File: config.mk
export PLATFORM = sky130hd
export DESIGN_NAME = snt_top
export DESIGN_NICKNAME = d
export VERILOG_FILES = /design/src/snt_pkg.sv /design/src/snt_cmd_filter.sv /design/src/snt_buf2.sv /design/src/snt_top.sv
export VERILOG_INCLUDE_DIRS = /design/src
export SDC_FILE = /design/constraint.sdc
export NUM_CORES = 1
export LEC_CHECK = 0
export BUFFER_PORTS_ARGS = -buffer_cell sky130_fd_sc_hd__buf_2
export CAP_MARGIN = 20
export CORE_MARGIN = 5
export CORE_UTILIZATION = 50
export DETAILED_ROUTE_END_ITERATION = 7
export PLACE_DENSITY = 0.68
export REMOVE_ABC_BUFFERS = 1
export SYNTH_ARGS = -nofsm -noshare
export SYNTH_HDL_FRONTEND = slang
export SYNTH_SLANG_ARGS = --single-unit
File: constraint.sdc
create_clock -name clk_i -period 5.65 [get_ports clk_i]
set_input_delay 0 -clock clk_i [delete_from_list [all_inputs] [get_ports clk_i]]
set_output_delay 0 -clock clk_i [all_outputs]
set_load 0.02 [all_outputs]
File: src/snt_consts.svh
// constants of the s-bus nt layer-1 transceiver
`ifndef SNT_CONSTS_SVH
`define SNT_CONSTS_SVH
// clock and line rate
`define SNT_CLK_KHZ                    100000
`define SNT_LINE_KBPS                  192
`define SNT_BIT_CYC                    ((`SNT_CLK_KHZ + `SNT_LINE_KBPS - 1) / `SNT_LINE_KBPS)
// supervision times in ms
`define SNT_T8_MS                      8
`define SNT_T16_MS                     16
`define SNT_T32_MS                     32
// frame layout
`define SNT_LAST_POS                   6'h2F
`define SNT_RX_OFFSET                  6'h02
`define SNT_RX_WRAP                    6'h2E
`define SNT_POS_F                      6'h00
`define SNT_POS_L1                     6'h01
`define SNT_POS_A                      6'h0C
`define SNT_POS_FA                     6'h0D
`define SNT_POS_N                      6'h0E
`define SNT_POS_M                      6'h19
`define SNT_POS_E0                     6'h0A
`define SNT_POS_E1                     6'h17
`define SNT_POS_E2                     6'h22
`define SNT_POS_E3                     6'h2D
`define SNT_WORD_BITS                  36
`define SNT_CMD_REPEAT                 2
`define SNT_SYNC_FULL                  2'h3
// commands from upstream
`define SNT_DEACT_REQUEST_CMD          4'h0
`define SNT_RESET_CMD                  4'h1
`define SNT_SINGLE_PULSE_TEST          4'h2
`define SNT_CONTINUOUS_PULSE_TEST      4'h3
`define SNT_NOT_IN_SYNC_CODE           4'h4
`define SNT_START_ACTIVATION_CODE      4'h8
`define SNT_START_ACTIVATION_LOOP_CODE 4'hA
`define SNT_ACTIVATION_DONE_CODE       4'hC
`define SNT_LOOP_SWITCH_THROUGH_CODE   4'hE
`define SNT_DEACT_CONFIRM_CMD          4'hF
// indications toward upstream
`define SNT_INTERIM_CLOCKING_IND       4'h0
`define SNT_DEACT_DONE_IND             4'hF
// test select pin codes
`define SNT_TEST_CONT                  3'h2
`define SNT_TEST_SINGLE                3'h3
`endif

File: src/snt_pkg.sv
// types of the s-bus nt layer-1 transceiver
package snt_pkg;
  // activation states, gray coded along the activation path
  typedef enum logic [3:0] {
    reset_state              = 4'h0,
    idle_state               = 4'h1,
    level_state              = 4'h3,
    pending_activation_state = 4'h2,
    wait_switch_state        = 4'h6,
    activated_state          = 4'h7,
    pending_deact_state      = 4'h5,
    wait_confirm_state       = 4'h4,
    lost_line_state          = 4'hC,
    lost_up_state            = 4'hD
  } snt_state_t;
  // signal sent toward the terminals
  typedef enum logic [1:0] {
    info_zero = 2'h0,
    info_two  = 2'h1,
    info_four = 2'h2
  } snt_info_t;
endpackage

File: src/snt_cmd_filter.sv
// accepts an upstream command code only after repeated equal frames
`timescale 1ns/10ps
`include "snt_consts.svh"
module snt_cmd_filter #(
  parameter int         REPEAT   = `SNT_CMD_REPEAT,
  parameter logic [3:0] RST_CODE = `SNT_DEACT_CONFIRM_CMD
) (
  input  wire logic       clk_i,
  input  wire logic       rst_i,
  input  wire logic       frame_i,
  input  wire logic [3:0] code_i,
  output logic      [3:0] code_o
);
  logic [3:0] last;       // code seen in the previous frame
  logic [3:0] run;        // frames the same code has been seen
  logic [3:0] next_last;
  logic [3:0] next_run;
  logic [3:0] next_code;

  // count equal frames, take the code once the count is reached
  always_comb begin
    next_last = last;
    next_run  = run;
    next_code = code_o;
    if (frame_i) begin
      if (code_i == last) begin
        if (run != 4'hF) begin
          next_run = run + 4'h1;
        end
      end else begin
        next_last = code_i;
        next_run  = 4'h1;
      end
      if (next_run >= 4'(REPEAT)) begin
        next_code = next_last;
      end
    end
  end

  // registers
  always_ff @(posedge clk_i or posedge rst_i) begin
    if (rst_i) begin
      last   <= RST_CODE;
      run    <= 4'h0;
      code_o <= RST_CODE;
    end else begin
      last   <= next_last;
      run    <= next_run;
      code_o <= next_code;
    end
  end
endmodule

File: src/snt_buf2.sv
// small fifo with valid and ready on both sides
`timescale 1ns/10ps
module snt_buf2 #(
  parameter int W     = 36,
  parameter int DEPTH = 2
) (
  input  wire logic         clk_i,
  input  wire logic         rst_i,
  input  wire logic [W-1:0] in_word_i,
  input  wire logic         in_valid_i,
  output logic              in_ready_o,
  output logic      [W-1:0] out_word_o,
  output logic              out_valid_o,
  input  wire logic         out_ready_i
);
  localparam int AW = (DEPTH > 1) ? $clog2(DEPTH) : 1;
  logic [W-1:0] mem [DEPTH]; // storage flops
  logic [AW-1:0] wr;         // write index
  logic [AW-1:0] rd;         // read index
  logic [AW:0]   cnt;        // entries held
  logic [AW-1:0] next_wr;
  logic [AW-1:0] next_rd;
  logic [AW:0]   next_cnt;
  logic          push;
  logic          pop;

  assign out_word_o = mem[rd];

  // pointer and fill arithmetic, flags registered for clean outputs
  always_comb begin
    push     = in_valid_i & in_ready_o;
    pop      = out_ready_i & out_valid_o;
    next_wr  = wr;
    next_rd  = rd;
    if (push) begin
      next_wr = (wr == AW'(DEPTH - 1)) ? '0 : wr + AW'(1);
    end
    if (pop) begin
      next_rd = (rd == AW'(DEPTH - 1)) ? '0 : rd + AW'(1);
    end
    next_cnt = cnt + {{AW{1'b0}}, push} - {{AW{1'b0}}, pop};
  end

  // registers
  always_ff @(posedge clk_i or posedge rst_i) begin
    if (rst_i) begin
      wr          <= '0;
      rd          <= '0;
      cnt         <= '0;
      in_ready_o  <= 1'b1;
      out_valid_o <= 1'b0;
    end else begin
      wr          <= next_wr;
      rd          <= next_rd;
      cnt         <= next_cnt;
      in_ready_o  <= (next_cnt != (AW+1)'(DEPTH));
      out_valid_o <= (next_cnt != '0);
    end
  end

  // storage write
  always_ff @(posedge clk_i) begin
    if (push) begin
      mem[wr] <= in_word_i;
    end
  end
endmodule

File: src/snt_top.sv
// s-bus nt layer-1 transceiver: line coding, framing and activation
// Notes on behaviour
// - one is silence, zeros alternate pulse polarity
// - frame bit is positive violating zero pulse
// - 48-bit frames at 192 kbit/s
// - balance bit zero when zero count odd
// - echo bit repeats last received signalling bit
// - activation bit: info 2 zero, info 4 one
// - data passes only when activated, else ones
// - loopback forces echo zero, equal channel delay
// - single pulse per frame or continuous pulses
// - test pins send pulses, no state change
// - hardware reset: reset state, interim indication
// - idle: interim indication for 8 ms, then done
// - line signal while idle: report activation request
// - start command: send info 2, loop variant
// - info 3 received: keep info 2, await switch
// - switch-through: info 4, transparent, loop variant
// - lost sync or upstream loss: send info 2
// - deact done: 16 ms quiet or 32 ms
// - wait for deact confirm, then idle again
// - deact request starts complete deactivation, info 0
// - reset command: unconditional, info 0, ignore line
// - info 2 carries zero data, echo, activation
`timescale 1ns/10ps
`include "snt_consts.svh"
module snt_top #(
  parameter logic [9:0]  BIT_CYC = 10'(`SNT_BIT_CYC),
  parameter logic [23:0] T8_CYC  = 24'(`SNT_T8_MS * `SNT_CLK_KHZ),
  parameter logic [23:0] T16_CYC = 24'(`SNT_T16_MS * `SNT_CLK_KHZ),
  parameter logic [23:0] T32_CYC = 24'(`SNT_T32_MS * `SNT_CLK_KHZ)
) (
  input  wire logic                      clk_i,
  input  wire logic                      rst_i,
  input  wire logic                      rx_pos_i,
  input  wire logic                      rx_neg_i,
  input  wire logic [2:0]                test_select_pins_i,
  output logic                           tx_pos_o,
  output logic                           tx_neg_o,
  input  wire logic                      sys_frame_i,
  input  wire logic [3:0]                sys_cmd_i,
  output logic      [3:0]                sys_ind_o,
  input  wire logic [`SNT_WORD_BITS-1:0] sys_tx_word_i,
  input  wire logic                      sys_tx_valid_i,
  output logic                           sys_tx_ready_o,
  output logic      [`SNT_WORD_BITS-1:0] sys_rx_word_o,
  output logic                           sys_rx_valid_o,
  output logic                           loop_closed_o
);
  localparam int WB = `SNT_WORD_BITS;

  // data bit lookup: bit 6 marks a data bit, [5:0] its word index
  function automatic logic [6:0] snt_map(input logic [5:0] p);
    logic [6:0] r;
    r = 7'h00;
    if (p >= 6'h02 && p <= 6'h09) r = {1'b1, 6'h25 - p};
    if (p >= 6'h0F && p <= 6'h16) r = {1'b1, 6'h2A - p};
    if (p >= 6'h1A && p <= 6'h21) r = {1'b1, 6'h2D - p};
    if (p >= 6'h25 && p <= 6'h2C) r = {1'b1, 6'h30 - p};
    if (p == 6'h0B) r = 7'h43;
    if (p == 6'h18) r = 7'h42;
    if (p == 6'h23) r = 7'h41;
    if (p == 6'h2E) r = 7'h40;
    return r;
  endfunction

  // ---------------- pin synchronisers ----------------
  logic [4:0] pin_s1;      // first stage, read only by pin_s2
  logic [4:0] pin_s2;
  logic [4:0] pin_s3;
  logic [4:0] pin_v;       // accepted pin levels
  logic [4:0] next_pin_v;

  // accept a pin level once the last two stages agree
  always_comb begin
    next_pin_v = pin_v;
    for (int i = 0; i < 5; i++) begin
      if (pin_s2[i] == pin_s3[i]) next_pin_v[i] = pin_s3[i];
    end
  end

  always_ff @(posedge clk_i or posedge rst_i) begin
    if (rst_i) begin
      pin_s1 <= 5'h00;
      pin_s2 <= 5'h00;
      pin_s3 <= 5'h00;
      pin_v  <= 5'h00;
    end else begin
      pin_s1 <= {test_select_pins_i, rx_neg_i, rx_pos_i};
      pin_s2 <= pin_s1;
      pin_s3 <= pin_s2;
      pin_v  <= next_pin_v;
    end
  end

  // ---------------- bit and frame timing ----------------
  logic [9:0] div_cnt;     // clocks within one bit
  logic       bit_tick;    // one-cycle bit enable
  logic [5:0] tx_pos;      // bit position in the sent frame
  logic [9:0] next_div;
  logic       next_tick;
  logic [5:0] next_tx_pos;
  logic [5:0] rx_pos;      // bit position in the received frame

  // divider gives the 192 kbit/s bit enable, 48 bits per frame
  always_comb begin
    next_div    = (div_cnt == BIT_CYC - 10'h001) ? 10'h000 : div_cnt + 10'h001;
    next_tick   = (div_cnt == BIT_CYC - 10'h001);
    next_tx_pos = tx_pos;
    if (bit_tick) begin
      next_tx_pos = (tx_pos == `SNT_LAST_POS) ? 6'h00 : tx_pos + 6'h01;
    end
    // terminal frames arrive two bits behind ours
    rx_pos = (tx_pos >= `SNT_RX_OFFSET) ? tx_pos - `SNT_RX_OFFSET : tx_pos + `SNT_RX_WRAP;
  end

  always_ff @(posedge clk_i or posedge rst_i) begin
    if (rst_i) begin
      div_cnt  <= 10'h000;
      bit_tick <= 1'b0;
      tx_pos   <= 6'h00;
    end else begin
      div_cnt  <= next_div;
      bit_tick <= next_tick;
      tx_pos   <= next_tx_pos;
    end
  end

  // ---------------- command filter and send buffer ----------------
  logic [3:0]    cmd;      // accepted upstream command
  logic [WB-1:0] buf_word;
  logic          buf_valid;
  logic          frame_end;

  assign frame_end = bit_tick & (tx_pos == `SNT_LAST_POS);

  snt_cmd_filter #(
    .REPEAT   (`SNT_CMD_REPEAT),
    .RST_CODE (`SNT_DEACT_CONFIRM_CMD)
  ) u_filter (
    .clk_i   (clk_i),
    .rst_i   (rst_i),
    .frame_i (sys_frame_i),
    .code_i  (sys_cmd_i),
    .code_o  (cmd)
  );

  // one word leaves per frame; an early source stalls on ready
  snt_buf2 #(
    .W     (WB),
    .DEPTH (2)
  ) u_buf (
    .clk_i       (clk_i),
    .rst_i       (rst_i),
    .in_word_i   (sys_tx_word_i),
    .in_valid_i  (sys_tx_valid_i),
    .in_ready_o  (sys_tx_ready_o),
    .out_word_o  (buf_word),
    .out_valid_o (buf_valid),
    .out_ready_i (frame_end)
  );

  // ---------------- activation state machine ----------------
  snt_pkg::snt_state_t state;
  snt_pkg::snt_state_t next_state;
  logic        loop;       // loopback closed
  logic [23:0] tmr;        // time in current state
  logic [23:0] quiet;      // time without a received pulse
  logic [1:0]  sync_cnt;   // received frame alignment score
  logic        next_loop;
  logic [23:0] next_tmr;
  logic [23:0] next_quiet;
  logic [3:0]  next_ind;
  logic        rx_pulse;   // pulse seen on this bit, line not ignored
  logic        line_ok;    // info 3 in frame, or our own loop
  logic        is_start;
  logic        is_switch;

  always_comb begin
    is_start  = (cmd == `SNT_START_ACTIVATION_CODE) | (cmd == `SNT_START_ACTIVATION_LOOP_CODE);
    is_switch = (cmd == `SNT_ACTIVATION_DONE_CODE) | (cmd == `SNT_LOOP_SWITCH_THROUGH_CODE);
    line_ok   = loop | (sync_cnt == `SNT_SYNC_FULL);
    next_state = state;
    next_loop  = loop;
    if (cmd == `SNT_RESET_CMD) begin
      next_state = snt_pkg::reset_state;
    end else if (cmd == `SNT_DEACT_REQUEST_CMD && state != snt_pkg::reset_state &&
                 state != snt_pkg::idle_state && state != snt_pkg::pending_deact_state &&
                 state != snt_pkg::wait_confirm_state) begin
      next_state = snt_pkg::pending_deact_state;
    end else begin
      unique case (state)
        snt_pkg::reset_state: begin
          if (cmd == `SNT_DEACT_CONFIRM_CMD) next_state = snt_pkg::idle_state;
        end
        snt_pkg::idle_state, snt_pkg::level_state: begin
          if (is_start) begin
            next_state = snt_pkg::pending_activation_state;
            next_loop  = (cmd == `SNT_START_ACTIVATION_LOOP_CODE);
          end else if (rx_pulse) begin
            next_state = snt_pkg::level_state;
          end
        end
        snt_pkg::pending_activation_state: begin
          if (line_ok) next_state = snt_pkg::wait_switch_state;
        end
        snt_pkg::wait_switch_state, snt_pkg::lost_up_state: begin
          if (is_switch) begin
            next_state = snt_pkg::activated_state;
            next_loop  = (cmd == `SNT_LOOP_SWITCH_THROUGH_CODE);
          end
        end
        snt_pkg::activated_state: begin
          if (cmd == `SNT_NOT_IN_SYNC_CODE) next_state = snt_pkg::lost_up_state;
          else if (!line_ok) next_state = snt_pkg::lost_line_state;
        end
        snt_pkg::lost_line_state: begin
          if (line_ok) next_state = snt_pkg::activated_state;
        end
        snt_pkg::pending_deact_state: begin
          if (quiet >= T16_CYC || tmr >= T32_CYC) begin
            next_state = snt_pkg::wait_confirm_state;
          end
        end
        snt_pkg::wait_confirm_state: begin
          if (cmd == `SNT_DEACT_CONFIRM_CMD) next_state = snt_pkg::idle_state;
        end
        default: next_state = snt_pkg::reset_state;
      endcase
    end
    if (next_state == snt_pkg::reset_state || next_state == snt_pkg::pending_deact_state) begin
      next_loop = 1'b0;
    end
    next_tmr   = (next_state != state) ? 24'h000000 :
                 ((tmr == 24'hFFFFFF) ? tmr : tmr + 24'h000001);
    next_quiet = rx_pulse ? 24'h000000 : ((quiet == 24'hFFFFFF) ? quiet : quiet + 24'h000001);
    // indication per state
    unique case (next_state)
      snt_pkg::reset_state:         next_ind = `SNT_INTERIM_CLOCKING_IND;
      snt_pkg::idle_state:          next_ind = (next_tmr < T8_CYC) ? `SNT_INTERIM_CLOCKING_IND :
                                               `SNT_DEACT_DONE_IND;
      snt_pkg::activated_state:     next_ind = `SNT_ACTIVATION_DONE_CODE;
      snt_pkg::lost_line_state,
      snt_pkg::lost_up_state:       next_ind = `SNT_NOT_IN_SYNC_CODE;
      snt_pkg::pending_deact_state: next_ind = `SNT_INTERIM_CLOCKING_IND;
      snt_pkg::wait_confirm_state:  next_ind = `SNT_DEACT_DONE_IND;
      default:                      next_ind = `SNT_START_ACTIVATION_CODE;
    endcase
  end

  // hardware reset lands in the reset state
  always_ff @(posedge clk_i or posedge rst_i) begin
    if (rst_i) begin
      state         <= snt_pkg::reset_state;
      loop          <= 1'b0;
      loop_closed_o <= 1'b0;
      tmr           <= 24'h000000;
      quiet         <= 24'h000000;
      sys_ind_o     <= `SNT_INTERIM_CLOCKING_IND;
    end else begin
      state         <= next_state;
      loop          <= next_loop;
      loop_closed_o <= next_loop;
      tmr           <= next_tmr;
      quiet         <= next_quiet;
      sys_ind_o     <= next_ind;
    end
  end

  // ---------------- receive path ----------------
  logic [WB-1:0] rx_word;   // bits collected this frame
  logic          echo;      // last received signalling bit
  logic [WB-1:0] tx_word;   // word being sent this frame
  logic [WB-1:0] next_rx_word;
  logic          next_echo;
  logic [1:0]    next_sync;
  logic [WB-1:0] next_out;
  logic          next_out_valid;
  logic [6:0]    rx_map;

  // line ignored in reset state and while looped
  always_comb begin
    rx_pulse       = bit_tick & (pin_v[0] | pin_v[1]) & ~loop &
                     (state != snt_pkg::reset_state);
    rx_map         = snt_map(rx_pos);
    next_rx_word   = rx_word;
    next_echo      = echo;
    next_sync      = sync_cnt;
    next_out       = sys_rx_word_o;
    next_out_valid = 1'b0;
    if (bit_tick) begin
      if (rx_map[6]) begin
        next_rx_word[rx_map[5:0]] = ~rx_pulse;
        if (rx_map[5:2] == 4'h0) next_echo = ~rx_pulse;
      end
      if (rx_pos == `SNT_POS_F) begin
        if (rx_pulse & pin_v[0] & ~pin_v[1]) begin
          if (sync_cnt != `SNT_SYNC_FULL) next_sync = sync_cnt + 2'h1;
        end else if (sync_cnt != 2'h0) begin
          next_sync = sync_cnt - 2'h1;
        end
      end
      if (rx_pos == `SNT_LAST_POS) begin
        next_out_valid = 1'b1;
        if (state != snt_pkg::activated_state) next_out = '1;
        else if (loop) next_out = tx_word;
        else next_out = rx_word;
      end
    end
  end

  always_ff @(posedge clk_i or posedge rst_i) begin
    if (rst_i) begin
      rx_word        <= '1;
      echo           <= 1'b1;
      sync_cnt       <= 2'h0;
      sys_rx_word_o  <= '1;
      sys_rx_valid_o <= 1'b0;
    end else begin
      rx_word        <= next_rx_word;
      echo           <= next_echo;
      sync_cnt       <= next_sync;
      sys_rx_word_o  <= next_out;
      sys_rx_valid_o <= next_out_valid;
    end
  end

  // ---------------- transmit path ----------------
  snt_pkg::snt_info_t info;
  logic          last_pos;  // polarity of the last zero pulse
  logic          odd;       // zeros since last balance bit is odd
  logic          tst_pol;   // test pulse polarity
  logic          next_p;
  logic          next_n;
  logic          next_last_pos;
  logic          next_odd;
  logic          next_tst_pol;
  logic [WB-1:0] next_tx_word;
  logic          bit_v;
  logic          single;
  logic          cont;
  logic [6:0]    tx_map;

  always_comb begin
    unique case (state)
      snt_pkg::activated_state:           info = snt_pkg::info_four;
      snt_pkg::pending_activation_state,
      snt_pkg::wait_switch_state,
      snt_pkg::lost_line_state,
      snt_pkg::lost_up_state:             info = snt_pkg::info_two;
      default:                            info = snt_pkg::info_zero;
    endcase
    // test pulses override the line only
    cont   = (pin_v[4:2] == `SNT_TEST_CONT) | (cmd == `SNT_CONTINUOUS_PULSE_TEST);
    single = (pin_v[4:2] == `SNT_TEST_SINGLE) | (cmd == `SNT_SINGLE_PULSE_TEST);
    tx_map = snt_map(tx_pos);
    next_tx_word  = frame_end ? (buf_valid ? buf_word : '1) : tx_word;
    next_p        = tx_pos_o;
    next_n        = tx_neg_o;
    next_last_pos = last_pos;
    next_odd      = odd;
    next_tst_pol  = tst_pol;
    bit_v         = 1'b1;
    unique case (tx_pos)
      `SNT_POS_F, `SNT_POS_FA, `SNT_POS_M:                  bit_v = 1'b0;
      `SNT_POS_L1, `SNT_LAST_POS:                           bit_v = ~odd;
      `SNT_POS_A:                 bit_v = (info == snt_pkg::info_four);
      `SNT_POS_N:                                           bit_v = 1'b1;
      `SNT_POS_E0, `SNT_POS_E1, `SNT_POS_E2, `SNT_POS_E3:
        bit_v = echo & ~loop & (info == snt_pkg::info_four);
      default: begin
        if (tx_map[6]) bit_v = (info == snt_pkg::info_four) & tx_word[tx_map[5:0]];
      end
    endcase
    if (bit_tick) begin
      next_p = 1'b0;
      next_n = 1'b0;
      if (cont || (single && tx_pos == `SNT_POS_F)) begin
        next_p       = ~tst_pol;
        next_n       = tst_pol;
        next_tst_pol = ~tst_pol;
      end else if (!single && info != snt_pkg::info_zero && !bit_v) begin
        if (tx_pos == `SNT_POS_F || !last_pos) begin
          next_p        = 1'b1;
          next_last_pos = 1'b1;
        end else begin
          next_n        = 1'b1;
          next_last_pos = 1'b0;
        end
        next_odd = ~odd;
      end
      if (tx_pos == `SNT_POS_L1 || tx_pos == `SNT_LAST_POS) next_odd = 1'b0;
    end
  end

  always_ff @(posedge clk_i or posedge rst_i) begin
    if (rst_i) begin
      tx_pos_o <= 1'b0;
      tx_neg_o <= 1'b0;
      last_pos <= 1'b1;
      odd      <= 1'b0;
      tst_pol  <= 1'b0;
      tx_word  <= '1;
    end else begin
      tx_pos_o <= next_p;
      tx_neg_o <= next_n;
      last_pos <= next_last_pos;
      odd      <= next_odd;
      tst_pol  <= next_tst_pol;
      tx_word  <= next_tx_word;
    end
  end
endmodule

---- Word-level counts from Yosys, hierarchy flattened ----
Memory sizes are Yosys's and may differ from the RTL's.
Cells that the tools add are included.
word-level totals
  register bits after elaboration ......... 229
  memory bits (writable) .................. 72
  bits of input ports ..................... 49
  output and inout port bits .............. 45
  logic and storage cells ................. 305
  memories ................................ 1
cells by class
  add/sub/neg operators ................... 21
  magnitude comparators ................... 23
  equality and inequality tests ........... 71
  mux-type cells .......................... 76
  bitwise logic cells ..................... 23
  reduce and logical (&&, ||, !) cells .... 55
memories
  name       depth  width  read ports  clocked after Yosys merged registers in  wr ports  line            RTL
  u_buf.mem  2      36     1           0                                        1         snt_buf2.sv:17  logic [W-1:0] mem [DEPTH];
operator list
  operator                 number
  $mux W7                  16
  $mux W36                 3
  $mux W24                 4
  $mux W4                  16
  $add A24 B1 Y24 const B  2
  $eq A24 B24 Y1 const B   2
  $eq A6 B6 Y1 const B     8
  $sub A6 B6 Y6 const A    8
  $bwmux W36               1
  $eq A4 B4 Y1 const B     9
  $eq A6 B4 Y1 const B     6
  $eq A4 B3 Y1 const B     8
  $pmux W4 S7              1
  $eq A6 B5 Y1 const B     4
  $ge A24 B21 Y1 const B   1
  $ge A24 B22 Y1 const B   1
  $le A6 B6 Y1 const B     4
  $lt A24 B20 Y1 const B   1
  $mux W1                  23
  $pmux W4 S5              1
  $eq A4 B2 Y1 const B     4
  $logic_and A1 B1 Y1      16
  $logic_not A4 Y1         4
  $lt A6 B7 Y1 const B     2
  other kinds (56)         124

---- Depth between registers and ports, before layout ----
  depth in word-level cells ............... 20
  mapped depth ............................ 15
  gate-level depth less buffers ........... 12

---- Hierarchy ----
Synthesis repeated with hierarchy kept, for this count alone.
unflattened totals
  cells, all modules ...................... 1463
  area, all modules ....................... 15503.6 µm²
modules (own cells, without submodules)
  module          instances  cells an instance  area an instance (µm²)  seq. area each (µm²)
  snt_top         1          1282               12036.5                 5392.7
  snt_buf2        1          133                2864.0                  2313.5
  snt_cmd_filter  1          48                 603.1                   310.3

---- Worst setup path before layout ----
No wires, ideal clock.
  path type ............................... reg2reg
  from .................................... reg tx_pos[2]
  to ...................................... reg odd
  setup time .............................. 128 ps
  arrival time ............................ 3434 ps
  data required time ...................... 5522 ps
  setup slack ............................. 2088 ps
  cell stages (with the launch flop) ...... 14
  buffers on the path ..................... 2
  period minus slack after synthesis ...... 3562 ps
  path through ............................ dfrtp_1 buf_2 inv_1 ha_1 nor2b_1 clkbuf_1 o31ai_1 a21oi_1 o41ai_1 nand2_1 or4_4 a31oi_4 o31ai_4 mux2_1
on the way
  cells in the longest elaborated chain, start to end .. 19
  elaborated cells on any way between the ends .. 56
  those cells by class .................... add/sub (4); order compare (8); eq/ne (15); mux (13); bitwise (1); reduce/logical (15)
RTL lines
  what                                                 line            RTL
  from (decl)                                          snt_top.sv:99   logic [5:0] tx_pos;
  from (signal assigned)                               snt_top.sv:125  tx_pos <= next_tx_pos;
  $ge A6 B2 Y1 / $le A6 B4 Y1 (equally long branches)  snt_top.sv:56   if (p >= 6'h02 && p <= 6'h09) r = {1'b1, 6'h25 - p};
  $logic_and A1 B1 Y1                                  snt_top.sv:56
  $mux W7                                              snt_top.sv:56
  $mux W7                                              snt_top.sv:57   if (p >= 6'h0F && p <= 6'h16) r = {1'b1, 6'h2A - p};
  $mux W7                                              snt_top.sv:58   if (p >= 6'h1A && p <= 6'h21) r = {1'b1, 6'h2D - p};
  $mux W7                                              snt_top.sv:59   if (p >= 6'h25 && p <= 6'h2C) r = {1'b1, 6'h30 - p};
  $mux W7                                              snt_top.sv:60   if (p == 6'h0B) r = 7'h43;
  $mux W7                                              snt_top.sv:61   if (p == 6'h18) r = 7'h42;
  (+3 left out)                                        n/a
  $mux W1 (implied by the code)                        snt_top.sv:372  if (tx_map[6]) bit_v = (info == snt_pkg::info_four) & tx_word[tx_map[5:0]];
  $and A1 B1 Y1                                        snt_top.sv:372
  $mux W1                                              snt_top.sv:372
  $pmux W1 S5                                          snt_top.sv:364  unique case (tx_pos)
  $logic_not A1 Y1                                     snt_top.sv:382  end else if (!single && info != snt_pkg::info_zero && !bit_v) begin
  $logic_and A1 B1 Y1                                  snt_top.sv:382
  $reduce_bool A2 Y1 (no source line)                  n/a
  $reduce_and A3 Y1 (no source line)                   n/a
  to (signal assigned)                                 snt_top.sv:408  odd <= next_odd;
  to (decl)                                            snt_top.sv:331  logic odd;
Several ways; a longest one is shown, not always the timed one. The select of a mux whose other input is x is not followed.
A chain may end at the register's enable or synchronous reset.

---- Worst setup path in the final report ----
  from .................................... reg tx_pos[2]
  to ...................................... reg rx_word[2]
on the way
  cells in the longest elaborated chain, start to end .. 17
  elaborated cells on any way between the ends .. 39
  those cells by class .................... add/sub (6); order compare (11); eq/ne (4); mux (12); reduce/logical (6)
RTL lines
  what                                                                       line            RTL
  $add A6 B6 Y6 (no source line) (tied with other cells)                     n/a
  $mux W6 (no source line) *                                                 n/a
  $ge A6 B2 Y1 / $le A6 B4 Y1 (equally long branches)                        snt_top.sv:56
  $logic_and A1 B1 Y1                                                        snt_top.sv:56
  $mux W7                                                                    snt_top.sv:56
  $mux W7                                                                    snt_top.sv:57
  $mux W7                                                                    snt_top.sv:58
  $mux W7                                                                    snt_top.sv:59
  $mux W7                                                                    snt_top.sv:60
  $mux W7                                                                    snt_top.sv:61
  $mux W7                                                                    snt_top.sv:62   if (p == 6'h23) r = 7'h41;
  $mux W7 *                                                                  snt_top.sv:63   if (p == 6'h2E) r = 7'h40;
  $lt A6 B7 Y1 (implied by the code) / $ge A6 B1 Y1 (equally long branches)  snt_top.sv:293  next_rx_word[rx_map[5:0]] = ~rx_pulse;
  $logic_and A1 B1 Y1 (implied by the code)                                  snt_top.sv:293
  $mux W1 (implied by the code)                                              snt_top.sv:293
  $demux W1 S6                                                               snt_top.sv:293
  $bwmux W36                                                                 snt_top.sv:293
  to (signal assigned)                                                       snt_top.sv:320  rx_word <= next_rx_word;
  to (decl)                                                                  snt_top.sv:271  logic [WB-1:0] rx_word;
Every way passes the cells marked *; elsewhere a longest branch is shown, timed or not.

==> results.rst <==
.. list-table::
   :header-rows: 1

   * - Metric
     - Value
   * - Share of synthesized area occupied by flip-flops and latches
     - a little over half
   * - Post-synth EDFFs
     - 72
   * - Max-cap violations
     - 0
   * - Share of the synthesized area in the top cell type
     - 20.8%
   * - Finished Layout Cells
     - approximately 2000
   * - DIE WIDTH
     - ~180 µm
   * - Leakage power of the design
     - about 6.8 nW
   * - Worst path slowest cell
     - o311ai_2
   * - Dominant combinational cell family by area after synthesis
     - simple AND/OR/NAND/NOR gates
   * - Area of the die
     - between 30000 and 40000 µm²
   * - Post-DP HPWL
     - approximately 24000 µm
   * - Part of the total power dissipated in combinational logic
     - between 10 and 15%
   * - Biggest cell delay along the critical path
     - approximately 0.53 ns
   * - Proportion of power drawn by flip-flops and latches
     - a little under half
   * - Post-synth top flop
     - dfstp_2
   * - Port Buf Inserts
     - 93
   * - Final-report max-slew violation count
     - 0
   * - Global-route wire length before repair
     - slightly below 60000 µm
   * - Maximum number of pins on one net before global-route repair
     - 133
   * - Status
     - complete, no violations
   * - Mapped cell area
     - between 15000 and 20000 µm²
   * - WP buf/inv
     - 2
   * - Final Critical Period
     - ~4.3 ns
   * - Clock tree from TritonCTS
     - built
   * - Effective utilization at floorplan
     - between 50% and 60%
   * - Yosys warning count
     - 0
   * - Number of antenna violations at the first check in global routing
     - 1
   * - Sequence of cells on the critical path
     - buf_4 -> inv_1 -> ha_1 -> nor3b_1 -> a311o_1 -> a22oi_1 -> o21ai_1 -> a21oi_1 -> o311ai_2 -> nor2b_1 -> nor2b_1 -> nor2b_1 -> mux2_1
   * - I/O pin total
     - 94
   * - Buffer cell driving the clock tree root
     - clkbuf_16
   * - Filler Cell Count
     - approximately 2500
   * - Gate count after technology mapping
     - 1425
   * - Fraction of final layout cells with drive strength greater than 1
     - roughly a fifth
   * - Post-cts repair resize count
     - 0
   * - Per-cell via count in the routed design
     - around 5.8
   * - Pre-CTS WS
     - 1.49 ns
   * - Synthesized-area fraction occupied by adder cells
     - around 1.9%
   * - Final count of hold timing violations
     - 0
   * - Proportion of synthesized flip-flops having asynchronous set or reset
     - between 70% and 80%
   * - Vias in the first global route
     - 11100
   * - Total detailed-routing wirelength
     - about 37000 µm
   * - Total routing resource utilization after global routing
     - 21.5%
   * - Relative area change from synthesis to final layout
     - 16.9%
   * - Synthesized flop and latch total
     - 300
   * - Library cell with the largest summed area after synthesis
     - dfstp_2
   * - Clock insertion delay at the later pin of the skew report
     - about 0.53 ns
   * - Average wire per standard cell
     - approximately 19 µm
   * - Worst clock skew on the final layout
     - between 0.015 and 0.02 ns
   * - Critical path fanouts, max
     - 26
   * - Cell mode on critical path
     - nor2b_1
   * - ANT cells
     - 0
   * - Achievable frequency
     - 235 MHz
   * - Top delay family on crit path
     - compound AO/OA/AOI/OAI gates
   * - Part of the power in the clock network
     - between 40% and 50%
   * - Distinct cell type count after synthesis
     - 89
   * - IR drop worst, VDD
     - between 0.2 and 0.3 mV
   * - Final setup TNS
     - 0 ns
   * - Post-route standard cell area excluding fillers
     - between 15000 and 20000 µm²
   * - Post-route DRC
     - 0
   * - Arrival time reported for the critical path endpoint
     - about 4.7 ns
   * - Actual transition at the worst max-transition pin
     - between 1 and 1.5 ns
   * - Maximum root-to-sink buffer count
     - 3
   * - RSZ-0062 raised after global routing
     - false
   * - Switching power as a share of total power
     - roughly 27%
   * - Most frequent cells in the layout
     - nor2_1 (179), dfstp_2 (119), dfrtp_1 (107)
   * - Clock transition time at the flip-flop clock pins of the worst setup and hold paths
     - about 0.070 ns
   * - DP Area
     - 15800 µm²
   * - Worst setup path category
     - flop to flop
   * - Clock net sink count
     - 300
   * - Power per cell area
     - roughly 320 nW/µm²
   * - Worst path required time
     - a little over 6 ns
   * - Number of iterations in the first detailed-routing pass
     - 5
   * - Routability congestion estimate
     - around 0.96
   * - Setup slack after layout
     - approximately 1.4 ns
   * - Number of cells in the design after placement
     - around 1900
   * - Number of CTS-inserted buffers
     - 34
   * - Critical path launch point type
     - flop
   * - Max transition margin
     - 25.4%
   * - Internal power of the cells
     - 4.10 mW
   * - Number of design-rule violations left by the first detailed-router iteration
     - 1106
   * - Main area contributors after synthesis
     - dfstp_2 (21%), dfrtp_1 (18%), edfxtp_1 (14%)
   * - Count of nets after finishing
     - 1615
   * - Vias after detailed routing
     - 11400
   * - Final Cycle Share
     - 75.3%
   * - Placeable core region
     - a little under 30000 µm²
   * - Mean post-synth cell area
     - ~11 µm²
   * - Count of antenna-violating nets left after detailed routing
     - 0
   * - Post CTS Setup Buffer Count
     - 0
   * - Simple-gate share of the synthesized area
     - between 10% and 20%
   * - Number of levels in the clock H-tree
     - 2
   * - Multiplexer share of the synthesized area
     - under 10%
   * - Overall overflow remaining after global route
     - 0
   * - Setup-failing EPs final
     - 0
   * - Vert. Die Dim
     - around 180 µm
   * - Number of cell rows
     - 63
   * - Kind of end point of the critical path
     - flop
   * - Switching power
     - around 1.5 mW
   * - Complex-gate fraction of the synthesized area
     - 14.6%
   * - Classification of the worst-slack hold path
     - input port to flop
   * - XOR/XNOR share of the synthesized area
     - 4.02%
   * - Most common library cell in the layout ignoring fill and taps
     - nor2_1
-- final cells by class --
class,instances,area (µm²),share of cell area [%]
clock buffer,43,946,5.39
clock inverter,19,256,1.46
sequential,300,8020,45.7
multi-input combinational,1020,6600,37.6
tap,390,488,2.78
inverter,32,128,0.727
timing repair buffer,159,1130,6.43
-- kinds of logic after synthesis --
logic type | Yosys count
simple gates | 494
compound gates | 330
flops | 300
buf+inv | 105
mux | 104
xor+xnor | 68
fa+ha+maj | 24
-- sequential cells by signal (all words and copies together), names as in the netlist, 3 cells and up --
register         flops
rx_word             36
state                4
sys_ind_o            3
pin_v                5
div_cnt             10
pin_s2               5
u_filter.run         4
pin_s1               5
u_buf.mem           72
tmr                 24
tx_pos               6
pin_s3               5
sys_rx_word_o       36
u_filter.last        4
quiet               24
tx_word             36
u_filter.code_o      4
-- cell usage after synthesis (21+ instances only) --
library cell	instances
clkbuf_1	54
mux2i_1	84
xnor2_1	32
nor2b_1	24
dfstp_2	119
and3_1	24
o31ai_1	21
edfxtp_1	72
nand2_1	86
o21ai_0	56
a31oi_1	95
a21oi_1	61
nand3_1	50
nand4_1	21
nor2_1	182
inv_1	32
xor2_1	35
dfrtp_1	109
-- what timing repair did --
item | 4_1_cts | 5_1_grt
hold buffers | 49 | 0
hold endpoints to repair | 159 | 0
setup endpoints to repair | 0 | 0
-- routing by layer --
metal	track usage, %	part of all wire, %	wire length, µm
met2	34.2	46	16900
met3	3.51	5.6	2040
met5	0	0	0
met1	31.1	46	16800
met4	5.18	2.1	761
-- path summary, 6_finish.rpt --
check / startpoint / endpoint / slack, ns / cells past startpoint
max: tx_pos[2]$_DFFE_PP0P_ / rx_word[2]$_DFFE_PP1P_ / 1.40 / 13
min: test_select_pins_i[2] / pin_s1[4]$_DFF_PP0_ / 0.12 / 2
max reg2reg: tx_pos[2]$_DFFE_PP0P_ / rx_word[2]$_DFFE_PP1P_ / 1.40 / 13
min reg2reg: pin_s1[3]$_DFF_PP0_ / pin_s2[3]$_DFF_PP0_ / 0.34 / 0
max in group asynchronous: rst_i / loop$_DFFE_PP0P_ / 4.34 / 4
min in group asynchronous: rst_i / u_buf.rd$_DFFE_PP0P_ / 0.17 / 3
-- power groups by stage --
| stage | logic (mW) | clock network (mW) | registers [mW] |
|---|---|---|---|
| final | 0.719 | 2.32 | 2.58 |
| after global routing | 0.811 | 2.46 | 2.60 |
| after CTS | 0.711 | 2.37 | 2.58 |
| after detailed placement | 0.682 | 0 | 2.62 |
| after global placement | 0.667 | 0 | 2.61 |
| after floorplan | 0.431 | 0 | 2.61 |
-- metrics by stage --
| step | utilization (%) | hold slack (ns) | total power [mW] |
|---|---|---|---|
| 3_3_place_gp | 53.4 | 0.108 | 3.27 |
| 4_1_cts | 59.1 | 0.0979 | 5.66 |
| 3_5_place_dp | 53.4 | 0.109 | 3.30 |
| 5_1_grt | 59.3 | 0.118 | 5.88 |
| 2_1_floorplan | - | 0.0314 | 3.04 |
| 6_report | 59.3 | 0.117 | 5.62 |
(Power assumes the default switching activity.)
